## config.mk

```make
export PLATFORM = sky130hd
export DESIGN_NAME = urx_receiver
export DESIGN_NICKNAME = d
export VERILOG_FILES = /design/src/urx_pkg.sv /design/src/urx_receiver.sv
export SDC_FILE = /design/constraint.sdc
export NUM_CORES = 1
export LEC_CHECK = 0
export ABC_CLOCK_PERIOD_IN_PS = 6200
export BUFFER_PORTS_ARGS = -buffer_cell sky130_fd_sc_hd__buf_2
export CAP_MARGIN = 20
export CORE_UTILIZATION = 44
export CTS_CLUSTER_DIAMETER = 80
export DETAILED_ROUTE_END_ITERATION = 6
export MAX_ROUTING_LAYER = met4
export PLACE_DENSITY = 0.74
export SYNTH_ARGS = -nofsm -noshare
export SYNTH_HDL_FRONTEND = slang
export SYNTH_SLANG_ARGS = --single-unit
```

## constraint.sdc

```tcl
create_clock -name mclk_i -period 6.2 [get_ports mclk_i]
set_input_delay 0.31 -clock mclk_i [delete_from_list [all_inputs] [get_ports mclk_i]]
set_output_delay 0.31 -clock mclk_i [all_outputs]
set_load 0.05 [all_outputs]
```

## src/urx_pkg.sv

```systemverilog
`default_nettype none
package urx_pkg;
  localparam logic [7:0] OFF_STAT = 8'h00;
  localparam logic [7:0] OFF_CTRL = 8'h04;
  localparam logic [7:0] OFF_BAUD = 8'h08;
  localparam logic [7:0] OFF_DATA = 8'h0C;
  localparam int ST_AVAIL = 0;
  localparam int ST_OVR = 1;
  localparam int ST_NOISE = 2;
  localparam int ST_FRAME = 3;
  localparam int ST_PAR = 4;
  localparam int ST_IDLE = 5;
  localparam int CT_ON = 0;
  localparam int CT_RXEN = 1;
  localparam int CT_WL = 2;
  localparam int CT_PEN = 3;
  localparam int CT_PTYPE = 4;
  localparam int CT_STOP2 = 5;
  localparam int CT_IRQEN = 6;
  localparam int CT_NINTH = 8;
  localparam int ENT_FE = 9;
  localparam int ENT_PE = 10;
  localparam int ENT_W = 11;
  localparam logic [3:0] PH_SAMP_A = 4'h7;
  localparam logic [3:0] PH_SAMP_B = 4'h8;
  localparam logic [3:0] PH_SAMP_C = 4'h9;
  localparam logic [3:0] PH_LAST = 4'hF;
  localparam logic [3:0] NBITS_8 = 4'h8;
  localparam logic [3:0] NBITS_9 = 4'h9;
  localparam logic [15:0] DIV_RESET = 16'h0000;
  localparam logic [1:0] RESP_OKAY = 2'h0;
  localparam logic [1:0] RESP_SLVERR = 2'h2;
endpackage : urx_pkg
`default_nettype wire

```

## src/urx_receiver.sv

```systemverilog
// Local design decisions: the placing of the registers and the AXI4-Lite register port.
`timescale 1ns/1ps
`default_nettype none
module urx_receiver (
  input wire logic mclk_i,            // system clock
  input wire logic rst_i,             // sync reset, high
  input wire logic serial_in_pin_i,   // serial line, idle high
  input wire logic [7:0] s_axi_awaddr_i,  // write address
  input wire logic s_axi_awvalid_i,   // write address valid
  output logic s_axi_awready_o,       // write address ready
  input wire logic [31:0] s_axi_wdata_i,  // write data
  input wire logic [3:0] s_axi_wstrb_i,   // byte strobes
  input wire logic s_axi_wvalid_i,    // write data valid
  output logic s_axi_wready_o,        // write data ready
  output logic [1:0] s_axi_bresp_o,   // write response
  output logic s_axi_bvalid_o,        // write response valid
  input wire logic s_axi_bready_i,    // write response ready
  input wire logic [7:0] s_axi_araddr_i,  // read address
  input wire logic s_axi_arvalid_i,   // read address valid
  output logic s_axi_arready_o,       // read address ready
  output logic [31:0] s_axi_rdata_o,  // read data
  output logic [1:0] s_axi_rresp_o,   // read response
  output logic s_axi_rvalid_o,        // read valid
  input wire logic s_axi_rready_i,    // read ready
  output logic rx_irq_o               // receive irq pulse
);

  typedef enum logic [2:0] {
    RX_IDLE,
    RX_START,
    RX_DATA,
    RX_STOP,
    RX_STOP2
  } urx_st_t;

  typedef struct packed {
    logic s1;
    logic s2;
    logic prev;
    logic [15:0] bcnt;
    logic tick;
    urx_st_t st;
    logic [3:0] ph;
    logic [3:0] bitn;
    logic sa;
    logic sb;
    logic [8:0] rx_shift_reg;
    logic par;
    logic nf_acc;
    logic fe_acc;
    logic [1:0][10:0] fifo;
    logic wp;
    logic rp;
    logic [1:0] cnt;
    logic rx_avail_flag;
    logic overrun_flag;
    logic noise_flag;
    logic rx_idle_flag;
    logic armed;
    logic port_on_bit;
    logic rx_enable_bit;
    logic word_length_sel;
    logic parity_en;
    logic parity_type_sel;
    logic stop2;
    logic rx_irq_en;
    logic [15:0] baud_divisor;
    logic irq;
    logic awrdy;
    logic awgot;
    logic [7:0] awa;
    logic wrdy;
    logic wgot;
    logic [31:0] wd;
    logic [3:0] ws;
    logic bvalid;
    logic [1:0] bresp;
    logic arrdy;
    logic rvalid;
    logic [31:0] rdata;
    logic [1:0] rresp;
  } urx_state_t;

  urx_state_t q;
  urx_state_t n;
  logic push;
  logic ovf;
  logic pop;
  logic done;
  logic fe_now;
  logic maj;
  logic noisy;
  logic [3:0] nbits;
  logic [8:0] word;
  logic pe_now;
  logic [10:0] head;
  logic [31:0] stat;

  ////////////////////////////////////////////////////////////////////
  // next state

  always_comb begin
    n = q;
    push = 1'b0;
    ovf = 1'b0;
    pop = 1'b0;
    done = 1'b0;
    fe_now = 1'b0;
    word = q.rx_shift_reg;
    pe_now = 1'b0;
    head = q.fifo[q.rp];
    stat = 32'h0000_0000;
    maj = (q.sa & q.sb) | (q.sa & q.s2) | (q.sb & q.s2);
    noisy = !((q.sa == q.sb) && (q.sb == q.s2));
    nbits = q.word_length_sel ? urx_pkg::NBITS_9 : urx_pkg::NBITS_8;
    n.s1 = serial_in_pin_i;
    n.s2 = q.s1;
    n.irq = 1'b0;
    n.tick = 1'b0;
    // 16x tick every divisor+1 clocks
    if (q.bcnt == 16'h0000) begin
      n.bcnt = q.baud_divisor;
      n.tick = 1'b1;
    end else begin
      n.bcnt = q.bcnt - 16'h0001;
    end

    // status image; frame and parity bits belong to the head word
    stat[urx_pkg::ST_AVAIL] = q.rx_avail_flag;
    stat[urx_pkg::ST_OVR] = q.overrun_flag;
    stat[urx_pkg::ST_NOISE] = q.noise_flag;
    stat[urx_pkg::ST_FRAME] = (q.cnt != 2'h0) && head[urx_pkg::ENT_FE];
    stat[urx_pkg::ST_PAR] = (q.cnt != 2'h0) && head[urx_pkg::ENT_PE];
    stat[urx_pkg::ST_IDLE] = q.rx_idle_flag;

    //////////////////////////////////////////////////////////////////
    // register write channel
    if (q.awrdy && s_axi_awvalid_i) begin
      n.awgot = 1'b1;
      n.awa = s_axi_awaddr_i;
    end
    if (q.wrdy && s_axi_wvalid_i) begin
      n.wgot = 1'b1;
      n.wd = s_axi_wdata_i;
      n.ws = s_axi_wstrb_i;
    end
    if (q.awgot && q.wgot && !q.bvalid) begin
      n.awgot = 1'b0;
      n.wgot = 1'b0;
      n.bvalid = 1'b1;
      n.bresp = urx_pkg::RESP_OKAY;
      if (q.awa == urx_pkg::OFF_CTRL) begin
        if (q.ws[0]) begin
          n.port_on_bit = q.wd[urx_pkg::CT_ON];
          n.rx_enable_bit = q.wd[urx_pkg::CT_RXEN];
          n.word_length_sel = q.wd[urx_pkg::CT_WL];
          n.parity_en = q.wd[urx_pkg::CT_PEN];
          n.parity_type_sel = q.wd[urx_pkg::CT_PTYPE];
          n.stop2 = q.wd[urx_pkg::CT_STOP2];
          n.rx_irq_en = q.wd[urx_pkg::CT_IRQEN];
        end
      end else if (q.awa == urx_pkg::OFF_BAUD) begin
        if (q.ws[0]) begin
          n.baud_divisor[7:0] = q.wd[7:0];
        end
        if (q.ws[1]) begin
          n.baud_divisor[15:8] = q.wd[15:8];
        end
      end else if (q.awa != urx_pkg::OFF_STAT && q.awa != urx_pkg::OFF_DATA) begin
        n.bresp = urx_pkg::RESP_SLVERR;
      end
    end
    if (q.bvalid && s_axi_bready_i) begin
      n.bvalid = 1'b0;
    end
    n.awrdy = !n.awgot && !n.bvalid;
    n.wrdy = !n.wgot && !n.bvalid;

    //////////////////////////////////////////////////////////////////
    // register read channel
    if (q.arrdy && s_axi_arvalid_i) begin
      n.rvalid = 1'b1;
      n.rresp = urx_pkg::RESP_OKAY;
      n.rdata = 32'h0000_0000;
      unique case (s_axi_araddr_i)
        urx_pkg::OFF_STAT: begin
          n.rdata = stat;
          n.armed = 1'b1;
        end
        urx_pkg::OFF_CTRL: begin
          n.rdata[urx_pkg::CT_ON] = q.port_on_bit;
          n.rdata[urx_pkg::CT_RXEN] = q.rx_enable_bit;
          n.rdata[urx_pkg::CT_WL] = q.word_length_sel;
          n.rdata[urx_pkg::CT_PEN] = q.parity_en;
          n.rdata[urx_pkg::CT_PTYPE] = q.parity_type_sel;
          n.rdata[urx_pkg::CT_STOP2] = q.stop2;
          n.rdata[urx_pkg::CT_IRQEN] = q.rx_irq_en;
          n.rdata[urx_pkg::CT_NINTH] = (q.cnt != 2'h0) && head[8];
        end
        urx_pkg::OFF_BAUD: begin
          n.rdata[15:0] = q.baud_divisor;
        end
        urx_pkg::OFF_DATA: begin
          // only the buffer is visible here
          n.rdata[7:0] = (q.cnt != 2'h0) ? head[7:0] : 8'h00;
          n.armed = 1'b0;
          if (q.armed && q.cnt != 2'h0) begin
            pop = 1'b1;
          end
          if (q.armed) begin
            n.overrun_flag = 1'b0;
            n.noise_flag = 1'b0;
            if (q.cnt <= 2'h1) begin
              n.rx_avail_flag = 1'b0;
            end
          end
        end
        default: begin
          n.rresp = urx_pkg::RESP_SLVERR;
        end
      endcase
    end
    if (q.rvalid && s_axi_rready_i) begin
      n.rvalid = 1'b0;
    end
    n.arrdy = !n.rvalid;

    //////////////////////////////////////////////////////////////////
    // serial recovery
    if (q.tick) begin
      n.prev = q.s2;
      if (q.st != RX_IDLE) begin
        n.ph = q.ph + 4'h1;
      end
      if (q.ph == urx_pkg::PH_SAMP_A) begin
        n.sa = q.s2;
      end
      if (q.ph == urx_pkg::PH_SAMP_B) begin
        n.sb = q.s2;
      end
      unique case (q.st)
        RX_IDLE: begin
          // a low line after break shows no edge
          if (q.rx_enable_bit && q.prev && !q.s2) begin
            n.st = RX_START;
            n.ph = 4'h1;
            n.rx_idle_flag = 1'b0;
            n.nf_acc = 1'b0;
            n.fe_acc = 1'b0;
            n.par = 1'b0;
            n.bitn = 4'h0;
            n.rx_shift_reg = 9'h000;
          end
        end
        RX_START: begin
          if (q.ph == urx_pkg::PH_SAMP_C) begin
            n.nf_acc = noisy;
            if (maj) begin
              n.st = RX_IDLE;
              n.rx_idle_flag = 1'b1;
            end
          end else if (q.ph == urx_pkg::PH_LAST) begin
            n.st = RX_DATA;
          end
        end
        RX_DATA: begin
          if (q.ph == urx_pkg::PH_SAMP_C) begin
            n.rx_shift_reg[q.bitn] = maj;
            n.par = q.par ^ maj;
            n.nf_acc = q.nf_acc | noisy;
            n.bitn = q.bitn + 4'h1;
          end else if (q.ph == urx_pkg::PH_LAST && q.bitn == nbits) begin
            n.st = RX_STOP;
          end
        end
        RX_STOP: begin
          if (q.ph == urx_pkg::PH_SAMP_C) begin
            n.nf_acc = q.nf_acc | noisy;
            if (q.stop2) begin
              n.fe_acc = !maj;
            end else begin
              done = 1'b1;
              fe_now = !maj;
            end
          end else if (q.ph == urx_pkg::PH_LAST && q.stop2) begin
            n.st = RX_STOP2;
          end
        end
        RX_STOP2: begin
          if (q.ph == urx_pkg::PH_SAMP_C) begin
            n.nf_acc = q.nf_acc | noisy;
            done = 1'b1;
            fe_now = q.fe_acc | !maj;
          end
        end
      endcase
    end

    //////////////////////////////////////////////////////////////////
    // word completion, buffer and flags
    if (q.parity_en) begin
      word[nbits - 4'h1] = 1'b0;
    end
    if (!q.word_length_sel) begin
      word[8] = 1'b0;
    end
    pe_now = q.parity_en && (q.par ^ q.parity_type_sel);
    if (done) begin
      n.st = RX_IDLE;
      n.rx_idle_flag = 1'b1;
      if (q.cnt == 2'h2 && !pop) begin
        ovf = 1'b1;
      end else begin
        push = 1'b1;
      end
    end
    if (!n.port_on_bit) begin
      push = 1'b0;
      ovf = 1'b0;
    end
    if (push) begin
      n.fifo[q.wp] = {pe_now, fe_now, word};
      n.wp = !q.wp;
      n.rx_avail_flag = 1'b1;
      if (q.nf_acc || noisy) begin
        n.noise_flag = 1'b1;
      end
      n.irq = q.rx_irq_en;
    end
    if (ovf) begin
      n.overrun_flag = 1'b1;
      n.irq = q.rx_irq_en;
    end
    if (pop) begin
      n.rp = !q.rp;
    end
    n.cnt = q.cnt + {1'b0, push} - {1'b0, pop};

    // receive disabled or port off
    if (!n.rx_enable_bit) begin
      n.st = RX_IDLE;
      n.rx_idle_flag = 1'b1;
    end
    if (!n.port_on_bit) begin
      n.cnt = 2'h0;
      n.wp = 1'b0;
      n.rp = 1'b0;
      n.fifo = '0;
      n.rx_enable_bit = 1'b0;
      n.rx_avail_flag = 1'b0;
      n.overrun_flag = 1'b0;
      n.noise_flag = 1'b0;
      n.rx_idle_flag = 1'b1;
      n.st = RX_IDLE;
      n.irq = 1'b0;
    end
  end

  ////////////////////////////////////////////////////////////////////
  // state register

  always_ff @(posedge mclk_i) begin
    if (rst_i) begin
      q <= '0;
      q.rx_idle_flag <= 1'b1;
      q.baud_divisor <= urx_pkg::DIV_RESET;
    end else begin
      q <= n;
    end
  end

  assign s_axi_awready_o = q.awrdy;
  assign s_axi_wready_o = q.wrdy;
  assign s_axi_bresp_o = q.bresp;
  assign s_axi_bvalid_o = q.bvalid;
  assign s_axi_arready_o = q.arrdy;
  assign s_axi_rdata_o = q.rdata;
  assign s_axi_rresp_o = q.rresp;
  assign s_axi_rvalid_o = q.rvalid;
  assign rx_irq_o = q.irq;
endmodule : urx_receiver
`default_nettype wire

```

== Yosys cells after proc, flatten, opt, wreduce, memory -nomap -nowiden ==
Index checks and enable logic that the tools add are counted.
Storage, ports and cells
  bits in registers: 171
  bits in latches: 0
  memory bits (writable): 0
  ROM bits: 0
  word-level logic and storage cells: 271
  memories kept: 0
Operators by class
  add/subtract/negate cells: 6
  $mul: 0
  divide/modulo/power cells: 0
  $lt $le $gt $ge: 8
  equal/unequal tests: 31
  shift-type cells: 0
  multiplexer cells: 95
  bitwise logic cells: 14
  reduce and logical (&&, ||, !) cells: 70
Operators with widths (count)
  $mux W11: 5
  $mux W16: 3
  $mux W1: 39
  $mux W37: 1
  $mux W35: 1
  $mux W3: 11
  $pmux W7 S4: 1
  $eq A8 B4 Y1 const B: 3
  $logic_and A1 B1 Y1: 24
  $mux W8: 3
  $reduce_bool A2 Y1: 12
  $mux W23: 1
  $bwmux W22: 1
  $ne A2 B2 Y1 const B: 11
  $mux W7: 3
  $pmux W10 S2: 1
  $mux W9: 2
  $eq A8 B3 Y1 const B: 2
  $logic_not A16 Y1: 1
  $reduce_and A4 Y1: 4
  $sub A16 B1 Y16 const B: 1
  $pmux W1 S2: 7
  $eq A4 B4 Y1 const B: 3
  $mux W12: 1
  46 further kinds: 83

== Longest topological paths before layout ==
  word-level depth: 12
  mapped depth: 11
  gate-level depth less buffers: 11

== Worst setup path before layout ==
Ideal clock, no wire load.
  kind: flip-flop to flip-flop
  from: reg q[77] (netlist name)
  to: reg q[117] (netlist name)
  library setup time: 115 ps
  data arrival time: 2519 ps
  required time: 6085 ps
  slack: 3566 ps
  cell stages (with the launch flop): 11
  buffers on the path: 0
  period minus slack after synthesis: 2634 ps
  cells stage by stage: dfxtp_1 or4_4 nor4_4 mux2_2 nand3_1 ha_1 inv_1 ha_1 xor2_1 xnor2_1 nor2_1
Between the ends
  longest elaborated chain between the ends: 6
RTL lines
  start: declaration: RTL line urx_receiver.sv:84  | urx_state_t q;
  start signal: assignment: RTL line urx_receiver.sv:368  | q <= n;
  $eq A8 B3 Y1 *: RTL line urx_receiver.sv:152  | if (q.awa == urx_pkg::OFF_CTRL) begin
  $mux W7 *: RTL line urx_receiver.sv:152
  $mux W23 *: RTL line urx_receiver.sv:147  | if (q.awgot && q.wgot && !q.bvalid) begin
  $mux W1: RTL line urx_receiver.sv:317  | if (!n.port_on_bit) begin
  $add A2 B1 Y2: RTL line urx_receiver.sv:337  | n.cnt = q.cnt + {1'b0, push} - {1'b0, pop};
  $sub A2 B1 Y2: RTL line urx_receiver.sv:337
Mark *: on every way between the ends. The rest lies on a longest branch, timed or not.
A chain may end at the register's enable or synchronous reset.

== Final worst setup path ==
  from: reg q[77] (netlist name)
  to: reg q[139] (netlist name)
Between the ends
  longest elaborated chain between the ends: 5
RTL lines (RTL line)
  $eq A8 B3 Y1 *: urx_receiver.sv:152
  $mux W7 *: urx_receiver.sv:152
  $mux W23 *: urx_receiver.sv:147
  $not A1 Y1 (no line)
  $reduce_or A2 Y1 (no line)
Marked as above.

==> out/qor.yml <==
root_buffer: "clkbuf_16"
post_cts_resized: 0
clock_skew_ns: 0.008133
pwr-share-seq: 0.435
grt_overflow: 0
yosysUniqueCellTypes: 62
ys_seq_area_frac: 0.4414
synthAdderAreaFrac: 0.02375
hold_violations: 0
route.final.wire_length_um: 15120
ys_ff_latch: 151
r2r_start: "q[77]"
critPathRequiredTime_ns: 6.54
reg2reg_slack_ns: 3.29
cts.sinks: 151
hold_buffers: 0
dr_wl_met2_um: 6896
syn_area_um2: 6848
worstSetupEndpoint: "q[139]"
r2r_cells: 5
synth-xor-area-share: 0.02302
clk_pin_slew_ns: 0.06
path_delay_family: "simple AND/OR/NAND/NOR gates"
synth.avg_cell_area_um2: 8.679
p_sw_mw: 0.7096
worst_slew_pin_slew_ns: 0.9086
p_int_mw: 1.777
io_buffers: 65
min_path_type: "in -> reg"
setup_tns_ns: 0
io_pins: 102
p_leak_nw: 3.157
cp_num_buf_inv: 0
cts_buffer_depth: 2
syn2layout_area_growth_pct: 11.46
cp-start-kind: "flop"
synth_top_area_share: 0.4414
finalCritPeriodShare: 0.4693
drtAntennaViolNets: 0
max_stage_delay_ns: 0.73
row_count: 45
grt_pass1_vias: 4990
power_frac_clock: 0.410
crit_type: "reg -> reg"
critPathMaxFanout: 11
ys.flop_type: "dfxtp_1"
min_period_ns: 2.909
synthMuxAreaShare: 0.1014
crit_path_end_kind: "flop"
synth_compound_area_frac: 0.1233
postSynthCellCount: 789
crit_start: "q[77]"
final_nets: 886
power_frac_comb: 0.154
switching_share: 0.2854
core-area_um2: 15200
htree_levels: 4
worstPathCellList: "or4_4, nor4_4, mux2_2, nand4_1, mux2i_1"
cap_violations: 0
dr_wl_met3_um: 680
grt_start_max_net_pins: 72
grt_pass1_wl_um: 24570
wl_per_cell_um: 14.91
die_width_um: 126.8
vias_per_cell: 5.437
drt_iter0_drc: 389
r2r-end: "q[139]"
hold_start: "serial_in_pin_i"
antenna_cells: 0
synth_simple_gate_area_frac: 0.2171
die_y_um: 126.8
finalSetupViolCount: 0
crit_arrival_ns: 3.25
status: "finished clean"
post_cts_buffers: 0
ir_drop_mv: 0.2264
yosysWarnings: 0
max_slew_margin: 0.3887
synthTopCellsByArea: "dfxtp_1, mux2i_1, nand2_1"
top_layer: "met4"
cts_made_buffers: 17
power.density_nw_per_um2: 325.8
via_count: 5513
yosys.area.top_type: "dfxtp_1"
dp_hpwl_um: 10330
clk-insertion-delay-late_ns: 0.43
initial_core_util: 0.4505
synthArstFlopShare: 0
drc: 0
design.die.area_um2: 16070
fmax_mhz: 343.7
cts_tree: "built"
drv_slew: 0
antenna_found_initial: 0
power_mw: 2.486
grt_setup_unrepaired: "false"
layout-drive-gt1-share: 0.1380
synth_edf_count: 0
detail_route.first_pass.iterations: 5
wl_met1_um: 7297
grt_usage: 0.2009
slowest_stage: "nand4_1"
path_depth: 5
synth_top_family_by_area: "simple AND/OR/NAND/NOR gates"
gp_congestion: 0.8747
[through the flow]
step / cells / utilization / hold slack (ns) / area [µm²] / setup slack (ns)
2_1_floorplan: 806 / - / 0.4138 / 6912 / 3.566
3_3_place_gp: 982 / 0.4634 / 0.4212 / 7044 / 3.327
3_5_place_dp: 982 / 0.4634 / 0.4315 / 7044 / 3.335
4_1_cts: 1014 / 0.5021 / 0.09049 / 7632 / 3.310
5_1_grt: 1014 / 0.5021 / 0.1092 / 7632 / 3.074
6_report: 1014 / 0.5021 / 0.09992 / 7632 / 3.291
[metal layers]
| layer | global-route usage | vias up |
|---|---|---|
| li1 | - | 2734 |
| met3 | 0.04344 | 15 |
| met1 | 0.2622 | 2609 |
| met5 | - | - |
| met4 | 0.07633 | 0 |
| met2 | 0.3045 | 155 |
[worst min-delay path by stage]
stage / to / slack (ns) / cells past startpoint
finish: n[185] / 0.1 / 2
global route: q[39] / 0.11 / 3
CTS: n[185] / 0.09 / 2
detailed placement: q[185] / 0.43 / 1
global placement: q[185] / 0.42 / 1
floorplan: q[185] / 0.41 / 1
[cell usage in the layout (no fill, tap or decap), types with 13 or more instances in the layout]
cell / count
clkbuf_16: 17
nor3_1: 16
nand3_1: 19
mux2i_1: 66
nor2_1: 91
a21oi_1: 52
ha_1: 13
conb_1: 18
nand2_1: 120
o21ai_0: 18
buf_2: 64
dfxtp_1: 151
[power by group through the flow]
stage	clock, mW	combinational (mW)	sequential (mW)
floorplan	0	0.314	1.09
CTS	1.03	0.382	1.08
finish	1.02	0.384	1.08
global route	1.08	0.426	1.09
detailed placement	0	0.372	1.10
global placement	0	0.365	1.10
[cell usage after synthesis (all sizes together) (8+ instances only)]
library cell,instances
a211oi,11
a21oi,52
a22oi,12
buf,44
clkbuf,35
dfxtp,151
ha,13
inv,8
mux2i,66
nand2,120
nand3,19
nand4,9
nor2,91
nor2b,10
nor3,16
o21ai,18
xnor2,8
xor2,10
[cell families after synthesis]
| family | count (synthesis) |
|---|---|
| xor gates and xnor gates | 18 |
| other | 1 |
| muxes | 69 |
| DFF | 151 |
| AOI/OAI and AO/OA | 133 |
| and+or+nand+nor | 317 |
| buffers and inverters | 87 |
| adders and majority gates | 13 |
[cell type report]
class / count / area (µm²)
Clock buffer: 18 / 439.2
Clock inverter: 14 / 148.9
Fill cell: 1421 / 7570
Inverter: 8 / 30.03
Multi-Input combinational cell: 568 / 3413
Sequential cell: 151 / 3023
Tap cell: 188 / 235.2
Timing Repair Buffer: 67 / 342.8
[worst reg2reg max path: stages (launching register included)]
cell and delay (ns):
dfxtp_1 0.31, or4_4 0.55, nor4_4 0.54, mux2_2 0.30, nand4_1 0.73, mux2i_1 0.38
[flip-flops by register name, summed over array words and instances (netlist names)]
register,count
q,126
s_axi_rdata_o,16
n,1
rx_irq_o,1
s_axi_arready_o,1
s_axi_awready_o,1
s_axi_bresp_o,1
s_axi_bvalid_o,1
s_axi_rresp_o,1
s_axi_rvalid_o,1
s_axi_wready_o,1
Power figures use the tool's default switching activity.
